<file path="src/hw/swc_pkg.sv">
// Shared constants and types for the stream write command controller
package swc_pkg;
  // Command opcode and task-file register selects
  localparam logic [7:0] SWC_CMD_CODE    = 8'h3B;
  localparam int         SWC_SEL_W       = 3;
  localparam logic [2:0] SWC_TF_OPTIONS  = 3'h0;
  localparam logic [2:0] SWC_TF_MULT     = 3'h1;
  localparam logic [2:0] SWC_TF_LEN_LOW  = 3'h2;
  localparam logic [2:0] SWC_TF_LEN_HIGH = 3'h3;
  localparam logic [2:0] SWC_TF_COMMAND  = 3'h4;

  // Option byte field positions
  localparam int SWC_OPT_EXPEDITE = 7;
  localparam int SWC_OPT_CONTINUE = 6;
  localparam int SWC_OPT_FLUSH    = 5;
  localparam int SWC_OPT_RESUME   = 4;
  localparam int SWC_OPT_SEL_HI   = 2;
  localparam int SWC_OPT_SEL_LO   = 0;
  localparam int SWC_CHAN_W       = SWC_OPT_SEL_HI - SWC_OPT_SEL_LO + 1;
  localparam int SWC_CHANNELS     = 1 << SWC_CHAN_W;

  // Error byte field positions
  localparam int SWC_ERR_OVERRUN = 0;
  localparam int SWC_ERR_REJECT  = 2;
  localparam int SWC_ERR_MISSING = 4;

  // Transfer length and address widths
  localparam int          SWC_LEN_W       = 17;
  localparam logic [16:0] SWC_MAX_SECTORS = 17'h10000;
  localparam int          SWC_LBA_W       = 48;

  // Deadline arithmetic: multiplier byte times 16-bit unit in microseconds
  localparam int          SWC_MULT_W       = 8;
  localparam int          SWC_UNIT_W       = 16;
  localparam int          SWC_DL_W         = SWC_MULT_W + SWC_UNIT_W;
  localparam logic [23:0] SWC_MIN_DL_US    = 24'h0003E8;
  localparam int          SWC_CLK_PERIOD_NS = 4;
  localparam int          SWC_US_NS         = 1000;
  localparam int          SWC_TICK_CYCLES   = SWC_US_NS / SWC_CLK_PERIOD_NS;

  typedef enum logic [3:0] {
    SWC_IDLE  = 4'h1,
    SWC_XFER  = 4'h2,
    SWC_FLUSH = 4'h4,
    SWC_DONE  = 4'h8
  } swc_state_t;
endpackage

</file>
<file path="src/hw/swc_deadline_timer.sv">
// Microsecond down-counter that enforces the command completion deadline
module swc_deadline_timer #(
  parameter int DW          = 24,
  parameter int TICK_CYCLES = 250
) (
  // Clock and reset
  input  wire logic          clk_sys,
  input  wire logic          reset,
  // Control
  input  wire logic          load,
  input  wire logic          arm,
  input  wire logic [DW-1:0] load_value,
  input  wire logic          stop,
  // Status
  output logic               expired
);
  localparam int PW = $clog2(TICK_CYCLES);
  localparam logic [PW-1:0] PRESC_LAST = PW'(TICK_CYCLES - 1);
  localparam logic [DW-1:0] ONE        = DW'(1);

  typedef struct packed {
    logic [PW-1:0] presc;
    logic [DW-1:0] count;
    logic          armed;
    logic          expired;
  } swc_tmr_t;

  swc_tmr_t r;
  swc_tmr_t nxt;

  always_comb begin
    nxt = r;
    if (r.presc == PRESC_LAST) begin
      nxt.presc = '0;
    end else begin
      nxt.presc = r.presc + PW'(1);
    end
    if (load) begin
      // Prescaler restarts so the first microsecond is never short
      nxt.presc   = '0;
      nxt.count   = load_value;
      nxt.armed   = arm;
      nxt.expired = 1'b0;
    end else if (stop) begin
      nxt.armed = 1'b0;
    end else if (r.armed && r.presc == PRESC_LAST) begin
      nxt.count = r.count - ONE;
      if (r.count <= ONE) begin
        nxt.armed   = 1'b0;
        nxt.expired = 1'b1;
      end
    end
  end

  always_ff @(posedge clk_sys) begin
    if (reset) begin
      r <= '0;
    end else begin
      r <= nxt;
    end
  end

  assign expired = r.expired;
endmodule

</file>
<file path="src/hw/swc_ctrl.sv">
// Stream write command decoder, sequencer and ending-status generator
module swc_ctrl
  import swc_pkg::*;
#(
  parameter logic [SWC_DL_W-1:0] MIN_DL_US   = SWC_MIN_DL_US,
  parameter int                  TICK_CYCLES = SWC_TICK_CYCLES
) (
  // Clock and reset
  input  wire logic                      clk_sys,
  input  wire logic                      reset,
  // Task-file register writes
  input  wire logic                      tf_wr,
  input  wire logic [swc_pkg::SWC_SEL_W-1:0]  tf_sel,
  input  wire logic [7:0]                tf_data,
  // Identify unit for the deadline, in microseconds
  input  wire logic [swc_pkg::SWC_UNIT_W-1:0] id_unit_us,
  // Channel default deadline configuration
  input  wire logic                      cfg_wr,
  input  wire logic [swc_pkg::SWC_CHAN_W-1:0] cfg_chan,
  input  wire logic [swc_pkg::SWC_MULT_W-1:0] cfg_default_mult,
  // Media engine handshake
  input  wire logic                      sector_done,
  input  wire logic                      sector_err,
  input  wire logic                      sector_err_reject,
  input  wire logic [swc_pkg::SWC_LBA_W-1:0]  sector_err_lba,
  input  wire logic                      flush_done,
  output logic                           xfer_active_r,
  output logic [swc_pkg::SWC_LEN_W-1:0]  xfer_count_r,
  output logic [swc_pkg::SWC_CHAN_W-1:0] chan_sel_r,
  output logic                           expedite_r,
  output logic                           resume_recovery_r,
  output logic                           flush_req_r,
  // Ending status
  output logic                           drive_occupied_r,
  output logic                           stream_error_flag_r,
  output logic                           failure_r,
  output logic [7:0]                     error_byte_r,
  output logic [swc_pkg::SWC_LBA_W-1:0]  err_lba_r,
  output logic                           intrq_r
);
  localparam logic [SWC_LEN_W-1:0] LEN_ONE = SWC_LEN_W'(1);

  typedef struct packed {
    swc_state_t                           state;
    logic [7:0]                           opts;
    logic [SWC_MULT_W-1:0]                mult;
    logic [7:0]                           len_low;
    logic [7:0]                           len_high;
    logic                                 cont;
    logic                                 flush;
    logic                                 had_err;
    logic [SWC_CHANNELS-1:0][SWC_MULT_W-1:0] cfg_mult;
    logic [SWC_CHANNELS-1:0]              cfg_valid;
    logic                                 xfer_active;
    logic [SWC_LEN_W-1:0]                 xfer_count;
    logic [SWC_CHAN_W-1:0]                chan_sel;
    logic                                 expedite;
    logic                                 resume;
    logic                                 flush_req;
    logic                                 occupied;
    logic                                 se;
    logic                                 fail;
    logic [7:0]                           err_byte;
    logic [SWC_LBA_W-1:0]                 err_lba;
    logic                                 intrq;
  } swc_ctrl_t;

  swc_ctrl_t r;
  swc_ctrl_t nxt;

  logic                  cmd_start;
  logic [SWC_CHAN_W-1:0] sel_now;
  logic [SWC_MULT_W-1:0] mult_eff;
  logic [SWC_DL_W-1:0]   dl_raw;
  logic [SWC_DL_W-1:0]   dl_us;
  logic                  dl_arm;
  logic                  dl_expired;
  logic                  timer_stop;

  assign cmd_start = tf_wr && tf_sel == SWC_TF_COMMAND && tf_data == SWC_CMD_CODE
                     && r.state == SWC_IDLE;
  assign sel_now   = r.opts[SWC_OPT_SEL_HI:SWC_OPT_SEL_LO];
  assign timer_stop = r.state == SWC_DONE;

  // Deadline selection: per-command multiplier, else channel default, else none
  always_comb begin
    mult_eff = r.mult;
    dl_arm   = 1'b1;
    if (r.mult == '0) begin
      mult_eff = r.cfg_mult[sel_now];
      dl_arm   = r.cfg_valid[sel_now] && r.cfg_mult[sel_now] != '0;
    end
    dl_raw = SWC_DL_W'(mult_eff) * SWC_DL_W'(id_unit_us);
    dl_us  = (dl_raw < MIN_DL_US) ? MIN_DL_US : dl_raw;
  end

  swc_deadline_timer #(
    .DW          (SWC_DL_W),
    .TICK_CYCLES (TICK_CYCLES)
  ) u_timer (
    .clk_sys    (clk_sys),
    .reset      (reset),
    .load       (cmd_start),
    .arm        (dl_arm),
    .load_value (dl_us),
    .stop       (timer_stop),
    .expired    (dl_expired)
  );

  always_comb begin
    nxt       = r;
    nxt.intrq = 1'b0;
    if (cfg_wr) begin
      nxt.cfg_mult[cfg_chan]  = cfg_default_mult;
      nxt.cfg_valid[cfg_chan] = 1'b1;
    end
    unique case (r.state)
      SWC_IDLE: begin
        // Parameter writes are held off while a command runs
        if (tf_wr) begin
          unique case (tf_sel)
            SWC_TF_OPTIONS:  nxt.opts     = tf_data;
            SWC_TF_MULT:     nxt.mult     = tf_data;
            SWC_TF_LEN_LOW:  nxt.len_low  = tf_data;
            SWC_TF_LEN_HIGH: nxt.len_high = tf_data;
            default: ;
          endcase
        end
        if (cmd_start) begin
          nxt.state       = SWC_XFER;
          nxt.occupied    = 1'b1;
          nxt.xfer_active = 1'b1;
          nxt.se          = 1'b0;
          nxt.fail        = 1'b0;
          nxt.err_byte    = '0;
          nxt.err_lba     = '0;
          nxt.had_err     = 1'b0;
          // Bit 3 of the option byte is deliberately never decoded
          nxt.expedite    = r.opts[SWC_OPT_EXPEDITE];
          nxt.cont        = r.opts[SWC_OPT_CONTINUE];
          nxt.flush       = r.opts[SWC_OPT_FLUSH];
          nxt.resume      = r.opts[SWC_OPT_RESUME];
          nxt.chan_sel    = sel_now;
          nxt.xfer_count  = {1'b0, r.len_high, r.len_low};
          if ({r.len_high, r.len_low} == 16'h0000) begin
            nxt.xfer_count = SWC_MAX_SECTORS;
          end
        end
      end
      SWC_XFER: begin
        if (dl_expired) begin
          // Expiry outranks a sector finishing in the same cycle
          nxt.err_byte[SWC_ERR_OVERRUN] = 1'b1;
          nxt.se    = r.cont;
          nxt.fail  = !r.cont;
          nxt.state = SWC_DONE;
        end else if (sector_done) begin
          nxt.xfer_count = r.xfer_count - LEN_ONE;
          if (sector_err) begin
            nxt.had_err = 1'b1;
            if (sector_err_reject) begin
              nxt.err_byte[SWC_ERR_REJECT] = 1'b1;
            end else begin
              nxt.err_byte[SWC_ERR_MISSING] = 1'b1;
            end
            if (!r.had_err) begin
              nxt.err_lba = sector_err_lba;
            end
            if (!r.cont) begin
              nxt.fail  = 1'b1;
              nxt.state = SWC_DONE;
            end
          end
          if (r.xfer_count == LEN_ONE && (r.cont || !sector_err)) begin
            nxt.se = r.had_err || sector_err;
            if (r.flush) begin
              nxt.state     = SWC_FLUSH;
              nxt.flush_req = 1'b1;
            end else begin
              nxt.state = SWC_DONE;
            end
          end
        end
      end
      SWC_FLUSH: begin
        if (dl_expired) begin
          nxt.err_byte[SWC_ERR_OVERRUN] = 1'b1;
          nxt.se        = r.cont || r.se;
          nxt.fail      = !r.cont;
          nxt.flush_req = 1'b0;
          nxt.state     = SWC_DONE;
        end else if (flush_done) begin
          nxt.flush_req = 1'b0;
          nxt.state     = SWC_DONE;
        end
      end
      SWC_DONE: begin
        // Completion interrupt marks the end of deadline timing
        nxt.intrq       = 1'b1;
        nxt.occupied    = 1'b0;
        nxt.xfer_active = 1'b0;
        nxt.flush_req   = 1'b0;
        nxt.state       = SWC_IDLE;
      end
      default: begin
        nxt.state = SWC_IDLE;
      end
    endcase
  end

  always_ff @(posedge clk_sys) begin
    if (reset) begin
      r       <= '0;
      r.state <= SWC_IDLE;
    end else begin
      r <= nxt;
    end
  end

  assign xfer_active_r       = r.xfer_active;
  assign xfer_count_r        = r.xfer_count;
  assign chan_sel_r          = r.chan_sel;
  assign expedite_r          = r.expedite;
  assign resume_recovery_r   = r.resume;
  assign flush_req_r         = r.flush_req;
  assign drive_occupied_r    = r.occupied;
  assign stream_error_flag_r = r.se;
  assign failure_r           = r.fail;
  assign error_byte_r        = r.err_byte;
  assign err_lba_r           = r.err_lba;
  assign intrq_r             = r.intrq;
endmodule

</file>
<file path="config.mk">
export PLATFORM = sky130hd
export DESIGN_NAME = swc_ctrl
export DESIGN_NICKNAME = d
export VERILOG_FILES = /design/src/hw/swc_pkg.sv /design/src/hw/swc_deadline_timer.sv /design/src/hw/swc_ctrl.sv
export SDC_FILE = /design/constraint.sdc
export NUM_CORES = 1
export LEC_CHECK = 0
export BUFFER_PORTS_ARGS = -buffer_cell sky130_fd_sc_hd__buf_2
export CORE_MARGIN = 2
export CORE_UTILIZATION = 60
export DETAILED_ROUTE_END_ITERATION = 7
export GPL_TIMING_DRIVEN = 0
export PLACE_DENSITY = 0.92
export SYNTH_ARGS = -nofsm -noshare
export SYNTH_HDL_FRONTEND = slang
export SYNTH_HIERARCHICAL = 1
export SYNTH_SLANG_ARGS = --single-unit
</file>
<file path="constraint.sdc">
create_clock -name clk_sys -period 11.6 [get_ports clk_sys]
set_input_delay 1.74 -clock clk_sys [delete_from_list [all_inputs] [get_ports clk_sys]]
set_output_delay 1.74 -clock clk_sys [all_outputs]
set_load 0.01 [all_outputs]
</file>
After elaboration in Yosys (flattened, before gate mapping)
Cells that the tools add are included.
{"block": "word_totals", "ff_bits": 224, "latch_bits": 0, "mem_bits_rw": 0, "romBits": 0, "in_bits": 94, "output_inout_bits": 84, "elab_cells": 195, "mem_count": 0}
{"block": "op_classes", "addsub": 3, "n_mul": 1, "div": 0, "magnitude_cmp": 5, "n_eq_ne": 30, "shifts": 0, "n_mux": 73, "bitwise": 2, "n_reduce_logical": 46}
{"op": "2-to-1 mux 48 bit", "count": 4}
{"op": "case mux 48 bit (2 select lines)", "count": 1}
{"op": "bitwise mux 64 bit", "count": 1}
{"op": "2-to-1 mux 59 bit", "count": 1}
{"op": "2-to-1 mux 26 bit", "count": 2}
{"op": "2-to-1 mux 17 bit", "count": 3}
{"op": "2-to-1 mux 24 bit", "count": 2}
{"op": "2-to-1 mux 4 bit", "count": 9}
{"op": "case mux 17 bit (2 select lines)", "count": 1}
{"op": "AND reduction 6 bit", "count": 5}
{"op": "2-to-1 mux 1 bit", "count": 28}
{"op": "binary-select mux 8 bit (select 3 bit)", "count": 1}
{"op": "demux 8 bit (select 3 bit)", "count": 1}
{"op": "<= comparator 24 x 1 -> 1 bit, second input constant", "count": 1}
{"op": "< comparator 24 x 10 -> 1 bit, second input constant", "count": 1}
{"op": "multiplier 8 x 16 -> 24 bit", "count": 1}
{"op": "2-to-1 mux 8 bit", "count": 3}
{"op": "subtractor 24 x 1 -> 24 bit, second input constant", "count": 1}
{"op": "2-to-1 mux 23 bit", "count": 1}
{"op": "!= test 2 bit, second input constant", "count": 10}
{"op": "AND reduction 3 bit", "count": 6}
{"op": "equality test 17 x 1 -> 1 bit, second input constant", "count": 1}
{"op": "subtractor 17 x 1 -> 17 bit, second input constant", "count": 1}
{"op": "logical NOT 16 bit", "count": 1}
{"op": "other kinds (37)", "count": 74}

Logic depth before layout (Yosys ltp)
Gate-level depths: netlist (run 1).
{"block": "logic_depth", "ltp_word": 7, "depth_mapped": 28, "mapped_depth_nobuf": 25}

By module
Netlist (run 1), hierarchy kept.
{"mod": "swc_ctrl", "n_inst": 1, "cells_each": 1602, "area_each_um2": 13117.6, "seq_area_each_um2": 3783.6}
{"mod": "swc_deadline_timer", "n_inst": 1, "cells_each": 240, "area_each_um2": 1960.6, "seq_area_each_um2": 680.7}

Worst setup path before layout (run 1)
Ideal clock, no wire load.
{"block": "synth_timing", "path_kind": "reg-to-reg", "start": "register r[183] (netlist bit)", "end": "register u_timer/r[10] (netlist bit)", "setup_ns": 0.095, "arrival_ns": 6.428, "t_required_ns": 11.505, "path_slack_ns": 5.077, "path_stages_with_launch": 27, "path_buffers": 5, "synth_period_minus_slack_ns": 6.523, "path_cell_list": "dfxtp_1 -> buf_2 -> buf_2 -> mux4_2 -> mux2i_1 -> nor2_1 -> nor2_1 -> clkbuf_1 -> nor2b_1 -> fa_1 -> fa_1 -> fa_1 -> inv_1 -> fa_1 -> inv_1 -> ha_1 -> buf_2 -> a211oi_1 -> o21ai_0 -> a41o_1 -> a311o_1 -> a22oi_1 -> and4_1 -> buf_2 -> a21o_1 -> inv_1 -> a221oi_1"}
{"block": "synth_between", "elab_chain_cells": 7}
{"item": "start: declaration", "line": "swc_ctrl.sv:68", "source": "swc_ctrl_t r;"}
{"item": "start signal: assignment", "line": "swc_ctrl.sv:216", "source": "r <= nxt;"}
{"item": "binary-select mux 8 bit (select 3 bit) (*)", "line": "swc_ctrl.sv:90", "source": "mult_eff = r.cfg_mult[sel_now];"}
{"item": "2-to-1 mux 8 bit (not written as such) (*)", "line": "swc_ctrl.sv:90"}
{"item": "2-to-1 mux 8 bit (*)", "line": "swc_ctrl.sv:89", "source": "if (r.mult == '0) begin"}
{"item": "multiplier 8 x 16 -> 24 bit (*)", "line": "swc_ctrl.sv:93", "source": "dl_raw = SWC_DL_W'(mult_eff) * SWC_DL_W'(id_unit_us);"}
{"item": "< comparator 24 x 10 -> 1 bit", "line": "swc_ctrl.sv:94", "source": "dl_us = (dl_raw < MIN_DL_US) ? MIN_DL_US : dl_raw;"}
{"item": "2-to-1 mux 24 bit (*)", "line": "swc_ctrl.sv:94"}
{"item": "net dl_us[8]", "line": "swc_ctrl.sv:75", "source": "logic [SWC_DL_W-1:0] dl_us;"}
{"item": "2-to-1 mux 26 bit (*)", "line": "swc_deadline_timer.sv:38", "source": "if (load) begin"}
{"item": "end signal: assignment", "line": "swc_deadline_timer.sv:59", "source": "r <= nxt;"}
{"item": "end: declaration", "line": "swc_deadline_timer.sv:28", "source": "swc_tmr_t r;"}
The timed path passes the listed nets; every way through them passes the cells marked *. The select of a mux whose other input is x is not followed.
A chain may end at the register's enable or synchronous reset.

Final worst setup path (run 1)
Same ends and word-level chain as after synthesis.

==> results of run 1 <==
==> registers in the layout, indices dropped and copies added, names as in the netlist <==
| register | cells |
|---|---|
| chan_sel_r | 3 |
| drive_occupied_r | 1 |
| err_lba_r | 48 |
| error_byte_r | 3 |
| expedite_r | 1 |
| failure_r | 1 |
| flush_req_r | 1 |
| intrq_r | 1 |
| r | 110 |
| resume_recovery_r | 1 |
| stream_error_flag_r | 1 |
| u_timer/expired | 1 |
| u_timer/r | 33 |
| xfer_active_r | 1 |
| xfer_count_r | 17 |
==> cells by family after synthesis <==
logic type	Yosys count	share of synthesized area
buf+inv	304	0.0971
compound gates	376	0.151
mux	50	0.0482
simple gates	732	0.242
fa+ha+maj	134	0.153
xor+xnor	22	0.0128
flops	223	0.296
other cells	1	0.000249
==> routing by layer <==
metal | global-route usage | vias to the layer above
li1 | - | 6582
met2 | 0.558 | 798
met1 | 0.386 | 6829
met3 | 0.0690 | 154
met4 | 0.123 | 4
met5 | 0 | -
==> report_power, final <==
group	internal [mW]	leakage, nW	switching [mW]
Combinational	0.0907	5.29	0.150
Sequential	0.774	1.80	0.00677
Clock	0.443	0.389	0.327
==> placed cells by master, fill, tap and decap left out, types with 72 or more instances in the layout <==
cell / netlist / final
inv_1: 128 / 128
nand2_1: 259 / 259
fa_1: 84 / 84
nor2_1: 133 / 133
nand3_1: 75 / 75
a21oi_1: 192 / 192
dfxtp_1: 223 / 223
clkbuf_1: 72 / 72
buf_4: 79 / 79
buf_2: 15 / 175
nor2b_1: 115 / 115
==> final cells by class <==
type / count / area share
diodes: 2 / 0.000293
plain buffers: 176 / 0.0575
clock buffers: 28 / 0.0377
clock inverters: 14 / 0.00820
inverters: 128 / 0.0281
multi-input cells: 1319 / 0.536
flip-flops and latches: 223 / 0.261
well taps: 330 / 0.0242
repair buffers: 160 / 0.0468
==> critical path: stages, from the launching register on <==
cell	delay (ns)
dfxtp_1	0.39
buf_2	0.34
buf_2	0.34
mux4_2	0.37
mux2i_1	0.24
nor2_1	0.16
nor2_1	0.30
clkbuf_1	0.51
nor2b_1	0.19
fa_1	0.56
fa_1	0.53
fa_1	0.55
inv_1	0.05
fa_1	0.53
inv_1	0.04
ha_1	0.29
clkbuf_1	0.23
a21oi_1	0.33
o2111ai_1	0.22
a31oi_1	0.31
nor2_1	0.07
o311ai_0	0.36
and3_1	0.25
buf_2	0.21
a21o_1	0.14
inv_1	0.05
a221oi_1	0.27
==> per-stage QoR <==
step / instance area [sq um] / hold slack, ns
after CTS: 17100 / 0.454
final: 17100 / 0.453
after floorplan: 15100 / 0.432
after global routing: 17100 / 0.470
after detailed placement: 16300 / 0.445
after global placement: 16300 / 0.438
==> worst max-delay path by stage <==
stage,from,end,slack [ns],cells past startpoint
detailed placement,r[183]$_SDFFE_PP0P_,u_timer/r[10]$_SDFFE_PP0P_,3.81,26
floorplan,r[183]$_SDFFE_PP0P_,u_timer/r[10]$_SDFFE_PP0P_,5.08,26
finish,r[183]$_SDFFE_PP0P_,u_timer/r[10]$_SDFFE_PP0P_,3.64,26
CTS,r[183]$_SDFFE_PP0P_,u_timer/r[10]$_SDFFE_PP0P_,3.77,26
global route,r[183]$_SDFFE_PP0P_,u_timer/r[7]$_SDFFE_PP0P_,3.32,26
global placement,r[183]$_SDFFE_PP0P_,u_timer/r[10]$_SDFFE_PP0P_,3.96,26
==> summary.md, run 1 <==
| Metric | Value |
|---|---|
| Layout cell share with drive strength beyond 1 | `0.167` |
| Post-DRT Antenna Nets | `0` |
| Overall power | `approximately 1.8 mW` |
| Top-area cell type share of the netlist area | `0.296` |
| Fin nets | `approximately 2.3k` |
| Post-CTS setup buffers | `0` |
| Synth top area cells | `dfxtp_1 (30%), fa_1 (11%), nand2_1 (6.4%)` |
| Data arrival time of the critical path | `8.38 ns` |
| Placement Setup Slack | `~3.8 ns` |
| RSZ-0062 raised after global routing | `false` |
| 1st-iter DRT viols | `1540` |
| Routed vias | `14.4k` |
| Leak Pwr | `~7.5 nW` |
| CTS Root Cell | `clkbuf_16` |
| Yosys cell types | `84` |
| DR vias/cell | `approximately 6.0` |
| Placed cells | `approximately 2.3k` |
| Pwr per Cell Area | `approximately 100 mW/mm^2` |
| Sequential area share after synthesis | `0.296` |
| Peak supply drop | `roughly 0.12 mV` |
| CP endpoint kind | `flop` |
| Hold Path End | `err_lba_r[7]$_SDFFE_PP0P_` |
| Async set-reset flop share out of synthesis | `0` |
| Antenna violations before repair | `4` |
| Worst reg-to-reg path cell count | `26` |
| TritonRoute pass-1 iters | `8` |
| Initial Util | `0.606` |
| Reg2reg start | `r[183]$_SDFFE_PP0P_` |
| Fin crit share | `0.686` |
| Ys flop type | `dfxtp_1` |
| Vias in the first global route | `approximately 14k` |
| Critical path class | `reg2reg` |
| Setup Viol. Count Final | `0` |
| Slew headroom | `0.178` |
| GPL Wtd Cong | `roughly 0.93` |
| Final Hold Viols | `0` |
| Global-route wire length before repair | `69000 microns` |
| Final design utilization | `0.687` |
| H-tree depth | `1` |
| YS warnings | `6` |
| R2r setup slk | `roughly 3.6 ns` |
| Worst Slack Setup Final | `roughly 3.6 ns` |
| Final Skew | `around 0.010 ns` |
| Total track usage | `0.319` |
| Clk Latency, worst-skew pair | `0.52 ns` |
| I/O pins | `~180` |
| Total Wirelength | `around 43000 microns` |
| RR Endpoint | `u_timer/r[10]$_SDFFE_PP0P_` |
| Worst hold start | `err_lba_r[7]$_SDFFE_PP0P_` |
| Synth cell count leaders | `nand2_1 (259), dfxtp_1 (223), a21oi_1 (192)` |
| Filler cells | `1858` |
| CTS tree | `done` |
| Worst-margin pin slew | `about 1.2 ns` |
| Largest net degree at the start of global routing | `16` |
| Required @ worst endpoint | `about 12 ns` |
| Min-Delay Path Class | `reg2reg` |
| Hold Buf Count CTS | `0` |
| Port bufs | `160` |
| EDFF count, synth | `0` |
| Mean Syn Cell Area | `between 8 and 9 sq um` |
| Met2 wire length | `approximately 21000 microns` |
| Die span in y | `163 microns` |
| Metal3 WL | `between 3000 and 4000 microns` |
| Multi-input gate area | `0.00917 sq mm` |
| Outcome | `complete, no violations` |
| Clk sinks | `223` |
| Most common cell in the synthesized netlist | `nand2_1` |
| Final Non-Filler Cells | `around 2.4k` |
| Clk buf depth | `3` |
| Num CTS Buffers | `23` |
| WL/cell | `17.9 microns` |
| Tmin final | `approximately 8.0 ns` |
| Die width | `163 microns` |
| Startpoint types | `flop` |
| Hpwl dp | `approximately 32000 microns` |
| Max-Cap Viols | `0` |
| Reg clk slew, reported paths | `around 0.070 ns` |
| M1 WL | `around 16000 microns` |
| Post-Synthesis Cells | `1842` |
| Leading area contributor after synthesis | `dfxtp_1` |
| Hold Path Cell Cnt | `2` |
| Die area | `about 0.026 sq mm` |
| CORE AREA | `around 0.025 sq mm` |
| Worst-path maximum fanout | `10` |
| Fin. max-slew vios | `0` |
| Flops & latches, synth | `223` |
| Cell area after synthesis | `around 0.015 sq mm` |
| FMAX | `between 100 and 150 MHz` |
| Register Area | `between 0.004 and 0.005 sq mm` |
| Setup_tns | `0 ns` |
| Synthesis-to-layout area growth | `13.4%` |
| Post-CTS sizing | `0` |
| Top Layer Used | `met5` |
| DRC | `0` |
| Row cnt | `58` |
| Grt ovf | `0` |
Note: power is estimated with default switching activity, not from simulation.
==> inputs of run 2 (changes only) <==
Settings changed: CORE_UTILIZATION 60 to 54, PLACE_DENSITY 0.92 to 0.88.
Clock period 11.6 ns to 7.1 ns, I/O delays scaled along.
==> summary.md, run 2 (synthesis gave the netlist of run 1 again) <==
| Metric | Value |
|---|---|
| Outcome | `complete, no violations` |
| Die area | `0.0293 sq mm (+11%)` |
| Critical Path, Cell by Cell | `buf_8 -> mux4_2 -> mux2i_1 -> nor2_1 -> nor2_1 -> clkbuf_1 -> nor2b_1 -> fa_1 -> inv_1 -> fa_1 -> fa_1 -> inv_1 -> ha_1 -> a211oi_1 -> o21ai_1 -> a41o_1 -> or3_1 -> a22oi_1 -> and4_1 -> clkbuf_4 -> a21o_1 -> inv_1 -> a221oi_1` |
| DRC | `0 (unchanged)` |
| Clk Latency, worst-skew pair | `0.53 ns (about the same)` |
| Final std cell area, no fill | `0.0175 sq mm (+2.4%)` |
| Register Area | `0.00447 sq mm (about the same)` |
| Data arrival time of the critical path | `7.22 ns (-1.16 ns)` |
| R2r setup slk | `0.31 ns (-3.33 ns)` |
| Total track usage | `0.291 (-0.0285)` |
| Most flop-heavy register | `r` |
| Num CTS Buffers | `25 (+8.7%)` |
| Antenna violations before repair | `0 (-4)` |
| TritonRoute pass-1 iters | `5 (-3)` |
| Pwr per Cell Area | `177 mW/mm^2 (+68%)` |
| Worst hold start | `err_lba_r[24]$_SDFFE_PP0P_` |
| Final Hold Viols | `0 (unchanged)` |
| Fin crit share | `0.957 (+0.271)` |
| RR Endpoint | `u_timer/r[10]$_SDFFE_PP0P_` |
| Critical path class | `reg2reg` |
| Startpoint types | `flop` |
| Total Wirelength | `43000 microns (+0.65%)` |
| Worst-path maximum fanout | `10 (unchanged)` |
| Port bufs | `160 (unchanged)` |
| Dpl cell area | `0.0164 sq mm (+0.37%)` |
| 1st-iter DRT viols | `1348 (-12%)` |
| Hpwl dp | `31800 microns (+0.51%)` |
| Hold Buf Count CTS | `0 (unchanged)` |
| Clk sinks | `223 (unchanged)` |
| Synthesis-to-layout area growth | `16.1%` |
| CTS tree | `done` |
| Overall power | `3.09 mW (+72%)` |
| Most frequent cells in the layout | `nand2_1 (259), dfxtp_1 (221), a21oi_1 (190)` |
| Reg clk slew, reported paths | `0.06 ns (about the same)` |
| Commonest non-fill, non-tap cell in the layout | `nand2_1` |
| CTS Root Cell | `clkbuf_16` |
| DR vias/cell | `5.89 (-2.4%)` |
| CP endpoint kind | `flop` |
| Largest net degree at the start of global routing | `14 (-2)` |
| Tmin final | `6.79 ns (-1.17 ns)` |
| Multi-input gate area | `0.00932 sq mm (+1.7%)` |
| Filler cells | `2279 (+23%)` |
| Grt ovf | `0 (unchanged)` |
| Worst path max stage delay | `0.55 ns (about the same)` |
| Fin nets | `2259 (unchanged)` |
| GPL Wtd Cong | `0.910 (-1.9%)` |
| Max-Cap Viols | `0 (unchanged)` |
| Routed vias | `14.3k (-0.37%)` |
| CP max-delay cell | `fa_1` |
| Slew headroom | `0.161 (-0.0167)` |
| Max reg flops | `110 (unchanged)` |
| Fin. max-slew vios | `0 (unchanged)` |
| Die span in y | `171 microns (+5.3%)` |
| FMAX | `147 MHz (+17%)` |
| Worst reg-to-reg path cell count | `23 (-12%)` |
| Largest delay contributor family on the critical path | `adder cells` |
| Setup_tns | `0 ns (unchanged)` |
| Hold Path End | `err_lba_r[24]$_SDFFE_PP0P_` |
| Min-Delay Path Class | `reg2reg` |
| Initial Util | `0.546 (-0.0600)` |
| Die width | `171 microns (+5.3%)` |
| I/O pins | `178 (unchanged)` |
| Worst-margin pin slew | `1.25 ns (+0.0249 ns)` |
| Reg2reg start | `r[183]$_SDFFE_PP0P_` |
| Hold Path Cell Cnt | `2 (unchanged)` |
| Worst Slack Setup Final | `0.308 ns (-3.33 ns)` |
| Peak supply drop | `0.234 mV (+94%)` |
| Final Non-Filler Cells | `2429 (+2.1%)` |
| Post-DRT Antenna Nets | `0 (unchanged)` |
| Layout cell share with drive strength beyond 1 | `0.182 (+0.0154)` |
| Final Skew | `0.0210 ns (+0.0105 ns)` |
| Worst path buffer plus inverter count | `6 (-2)` |
| Setup Viol. Count Final | `0 (unchanged)` |
| Leak Pwr | `7.60 nW (+1.5%)` |
| Placement Setup Slack | `-0.691 ns (-4.50 ns)` |
| Required @ worst endpoint | `7.53 ns (-4.49 ns)` |
| Global-route wire length before repair | `69500 microns (+0.76%)` |
| CORE AREA | `0.0276 sq mm (+11%)` |
| Vias in the first global route | `14.3k (-0.66%)` |
| Clk buf depth | `3 (unchanged)` |
| Placed cells | `2384 (+2.1%)` |
| H-tree depth | `1 (unchanged)` |
| Row cnt | `61 (+5.2%)` |
| WL/cell | `17.7 microns (-1.4%)` |
run 2: cell type report:
type | instances | share of cell area
inverters | 128 | 0.0275
repair buffers | 161 | 0.0462
flip-flops and latches | 223 | 0.255
plain buffers | 173 | 0.0593
diodes | 1 | 0.000143
well taps | 378 | 0.0270
multi-input cells | 1319 | 0.533
clock inverters | 9 | 0.00887
clock buffers | 37 | 0.0429
run 2: how the worst max path moves through the flow:
| stage | end | slack, ns | from | depth (start not counted) |
|---|---|---|---|---|
| final | u_timer/r[10]$_SDFFE_PP0P_ | 0.31 | r[183]$_SDFFE_PP0P_ | 23 |
| after global routing | u_timer/r[10]$_SDFFE_PP0P_ | -0.04 | r[183]$_SDFFE_PP0P_ | 24 |
| after CTS | u_timer/r[7]$_SDFFE_PP0P_ | 0.004 | r[183]$_SDFFE_PP0P_ | 26 |
| after detailed placement | u_timer/r[10]$_SDFFE_PP0P_ | -0.69 | r[183]$_SDFFE_PP0P_ | 26 |
| after global placement | u_timer/r[9]$_SDFFE_PP0P_ | -0.57 | r[183]$_SDFFE_PP0P_ | 26 |
| after floorplan | u_timer/r[10]$_SDFFE_PP0P_ | 0.58 | r[183]$_SDFFE_PP0P_ | 26 |
run 2: report_power, final:
| group | switching (mW) | internal (mW) |
|---|---|---|
| Sequential | 0.0113 | 1.27 |
| Clock | 0.533 | 0.877 |
| Combinational | 0.249 | 0.155 |
run 2: tightest hold or removal path, stage by stage, from the launching register on:
cell and delay, ns:
dfxtp_1 0.31, nand2_1 0.05, a21oi_1 0.05
run 2: metal layers:
| metal | up-vias | track usage | share of wire |
|---|---|---|---|
| met5 | - | 0 | 0 |
| met3 | 133 | 0.0701 | 0.092 |
| li1 | 6584 | - | - |
| met1 | 6875 | 0.343 | 0.38 |
| met2 | 722 | 0.512 | 0.50 |
| met4 | 0 | 0.111 | 0.031 |
run 2: per-stage QoR:
| stage | hold WS, ns | utilization |
|---|---|---|
| 2_1_floorplan | 0.432 | - |
| 3_3_place_gp | 0.438 | 0.592 |
| 3_5_place_dp | 0.445 | 0.592 |
| 4_1_cts | 0.453 | 0.628 |
| 5_1_grt | 0.474 | 0.633 |
| 6_report | 0.452 | 0.633 |
run 2: repair_timing:
item | CTS | global route
endpoints found under the setup margin | 16 | 10
pin swaps | 0 | 2
gates resized for setup | 25 | 50
setup buffers | 0 | 1
==> inputs of run 3 (changes only) <==
Settings changed: CORE_MARGIN 2 to not set.
==> summary.md, run 3 (synthesis gave the netlist of run 1 again) <==
| Metric | Value |
|---|---|
| Outcome | `complete, no violations` |
| DR vias/cell | `5.94 (+0.79%)` |
| Peak supply drop | `0.224 mV (-4.2%)` |
| Pwr per Cell Area | `170 mW/mm^2 (-3.6%)` |
| Initial Util | `0.555 (+0.00910)` |
| Fin crit share | `0.976 (+0.0198)` |
| Reg2reg start | `r[184]$_SDFFE_PP0P_` |
| Leak Pwr | `7.57 nW (-0.37%)` |
| Final std cell area, no fill | `0.0174 sq mm (-0.49%)` |
| GR Layer Usage met1 | `0.362 (+0.0192)` |
| WL/cell | `17.6 microns (-0.37%)` |
| GPL Wtd Cong | `0.923 (+1.5%)` |
| Fin nets | `2262 (+0.13%)` |
| Clk buf depth | `3 (unchanged)` |
| Final Non-Filler Cells | `2425 (-0.16%)` |
| Data arrival time of the critical path | `7.36 ns (+0.14 ns)` |
| H-tree depth | `1 (unchanged)` |
| Die area | `0.0286 sq mm (-2.3%)` |
| Critical path class | `reg2reg` |
| Final Skew | `0.0213 ns (+0.000229 ns)` |
| Max-Cap Viols | `0 (unchanged)` |
| Busiest grt layer | `met2` |
| Commonest non-fill, non-tap cell in the layout | `nand2_1` |
| Port bufs | `160 (unchanged)` |
| Tmin final | `6.93 ns (+0.140 ns)` |
| Startpoint types | `flop` |
| Grt ovf | `0 (unchanged)` |
| Global-route wire length before repair | `69600 microns (about the same)` |
| CTS Root Cell | `clkbuf_16` |
| DRC | `0 (unchanged)` |
| Most frequent cells in the layout | `nand2_1 (259), dfxtp_1 (222), a21oi_1 (189)` |
| Row cnt | `60 (-1.6%)` |
| RR Endpoint | `u_timer/r[11]$_SDFFE_PP0P_` |
| Setup Viol. Count Final | `0 (unchanged)` |
| Filler cells | `2200 (-3.5%)` |
| Post-DRT Antenna Nets | `0 (unchanged)` |
| CP endpoint kind | `flop` |
| Placed cells | `2378 (-0.25%)` |
| Hpwl dp | `31100 microns (-2.0%)` |
| Hold Buf Count CTS | `0 (unchanged)` |
| Worst reg-to-reg path cell count | `25 (+8.7%)` |
| Met2 usage | `0.514 (+0.00191)` |
| 1st-iter DRT viols | `1604 (+19%)` |
| FMAX | `144 MHz (-2.0%)` |
| Required @ worst endpoint | `7.53 ns (about the same)` |
| Worst-margin pin slew | `1.20 ns (-0.0473 ns)` |
| Worst hold start | `r[134]$_SDFFE_PP0P_` |
| Met3 GRT Util | `0.0601 (-0.0100)` |
| Clk sinks | `223 (unchanged)` |
| Worst-path maximum fanout | `10 (unchanged)` |
| Synthesis-to-layout area growth | `15.5%` |
| Die span in y | `169 microns (-1.2%)` |
| Routed vias | `14.4k (+0.63%)` |
| I/O pins | `178 (unchanged)` |
| Clk Latency, worst-skew pair | `0.54 ns (about the same)` |
| Hold Path Cell Cnt | `2 (unchanged)` |
| CORE AREA | `0.0272 sq mm (-1.6%)` |
| Total Wirelength | `42800 microns (-0.53%)` |
| Fin. max-slew vios | `0 (unchanged)` |
| Die width | `169 microns (-1.2%)` |
| Largest net degree at the start of global routing | `14 (unchanged)` |
| Antenna violations before repair | `1 (+1)` |
| Most flop-heavy register | `r` |
| Reg clk slew, reported paths | `0.06 ns (about the same)` |
| Slew headroom | `0.193 (+0.0318)` |
| CTS tree | `done` |
| TritonRoute pass-1 iters | `7 (+2)` |
| Num CTS Buffers | `25 (unchanged)` |
| Max reg flops | `110 (unchanged)` |
| Final Hold Viols | `0 (unchanged)` |
| Total track usage | `0.298 (+0.00684)` |
| Layout cell share with drive strength beyond 1 | `0.186 (+0.00381)` |
| Vias in the first global route | `14.2k (-0.82%)` |
| R2r setup slk | `0.17 ns (-0.14 ns)` |
| Dpl cell area | `0.0164 sq mm (about the same)` |
| Hold Path End | `r[134]$_SDFFE_PP0P_` |
| Min-Delay Path Class | `reg2reg` |
==> run 3: cell type report <==
class / instances / area [sq um] / share of cell area
diodes: 2 / 5.00 / 0.000287
plain buffers: 173 / 1030 / 0.0591
clock buffers: 33 / 706 / 0.0405
clock inverters: 11 / 106 / 0.00611
inverters: 128 / 480 / 0.0276
multi-input cells: 1319 / 9330 / 0.536
flip-flops and latches: 223 / 4470 / 0.256
well taps: 372 / 465 / 0.0267
repair buffers: 164 / 831 / 0.0477
==> run 3: through the flow <==
step / hold WS [ns] / setup TNS, ns / power [mW] / utilization / setup slack, ns
finish: 0.452 / 0 / 2.97 / 0.641 / 0.167
floorplan: 0.432 / 0 / 1.56 / - / 0.577
global placement: 0.438 / -5.19 / 1.67 / 0.602 / -0.559
CTS: 0.452 / 0 / 2.95 / 0.634 / 0.0192
global route: 0.469 / -0.0816 / 3.06 / 0.641 / -0.0430
detailed placement: 0.443 / -6.96 / 1.69 / 0.602 / -0.695
==> run 3: repair_timing <==
action	in CTS	in global routing
buffers inserted	1	3
endpoints found under the setup margin	16	11
pin swaps	1	4
gates resized for setup	24	48
==> run 3: critical path: stages (launching register included) <==
cell      delay, ns
dfxtp_1        0.39
buf_6          0.20
mux4_2         0.55
mux2i_2        0.26
nor2_2         0.12
nor2_2         0.16
clkbuf_4       0.24
nor2b_1        0.08
fa_1           0.55
fa_1           0.45
fa_1           0.55
inv_1          0.06
fa_1           0.54
inv_1          0.05
ha_1           0.29
buf_2          0.18
a211oi_2       0.27
o21ai_0        0.15
a41o_1         0.27
a311o_1        0.34
a22oi_1        0.24
and4_1         0.22
buf_2          0.19
a21o_1         0.14
nor2_1         0.05
a311oi_1       0.27
==> run 3: worst max-delay path by stage <==
| stage | slack (ns) | cells after the start | startpoint | to |
|---|---|---|---|---|
| after detailed placement | -0.70 | 26 | r[183]$_SDFFE_PP0P_ | u_timer/r[10]$_SDFFE_PP0P_ |
| after global routing | -0.04 | 24 | r[184]$_SDFFE_PP0P_ | u_timer/r[11]$_SDFFE_PP0P_ |
| after global placement | -0.56 | 26 | r[183]$_SDFFE_PP0P_ | u_timer/r[10]$_SDFFE_PP0P_ |
| final | 0.17 | 25 | r[184]$_SDFFE_PP0P_ | u_timer/r[11]$_SDFFE_PP0P_ |
| after CTS | 0.02 | 26 | r[183]$_SDFFE_PP0P_ | u_timer/r[5]$_SDFFE_PP0P_ |
| after floorplan | 0.58 | 26 | r[183]$_SDFFE_PP0P_ | u_timer/r[10]$_SDFFE_PP0P_ |
==> run 3: per-layer routing <==
| layer | wire, microns | up-vias |
|---|---|---|
| li1 | - | 6587 |
| met2 | 20700 | 751 |
| met1 | 16500 | 6903 |
| met4 | 1610 | 0 |
| met5 | 0 | - |
| met3 | 3910 | 163 |
==> run 3: power breakdown <==
part	total (mW)	internal, mW	switching [mW]
Sequential	1.28	1.27	0.0111
Combinational	0.404	0.154	0.249
Clock	1.29	0.740	0.545
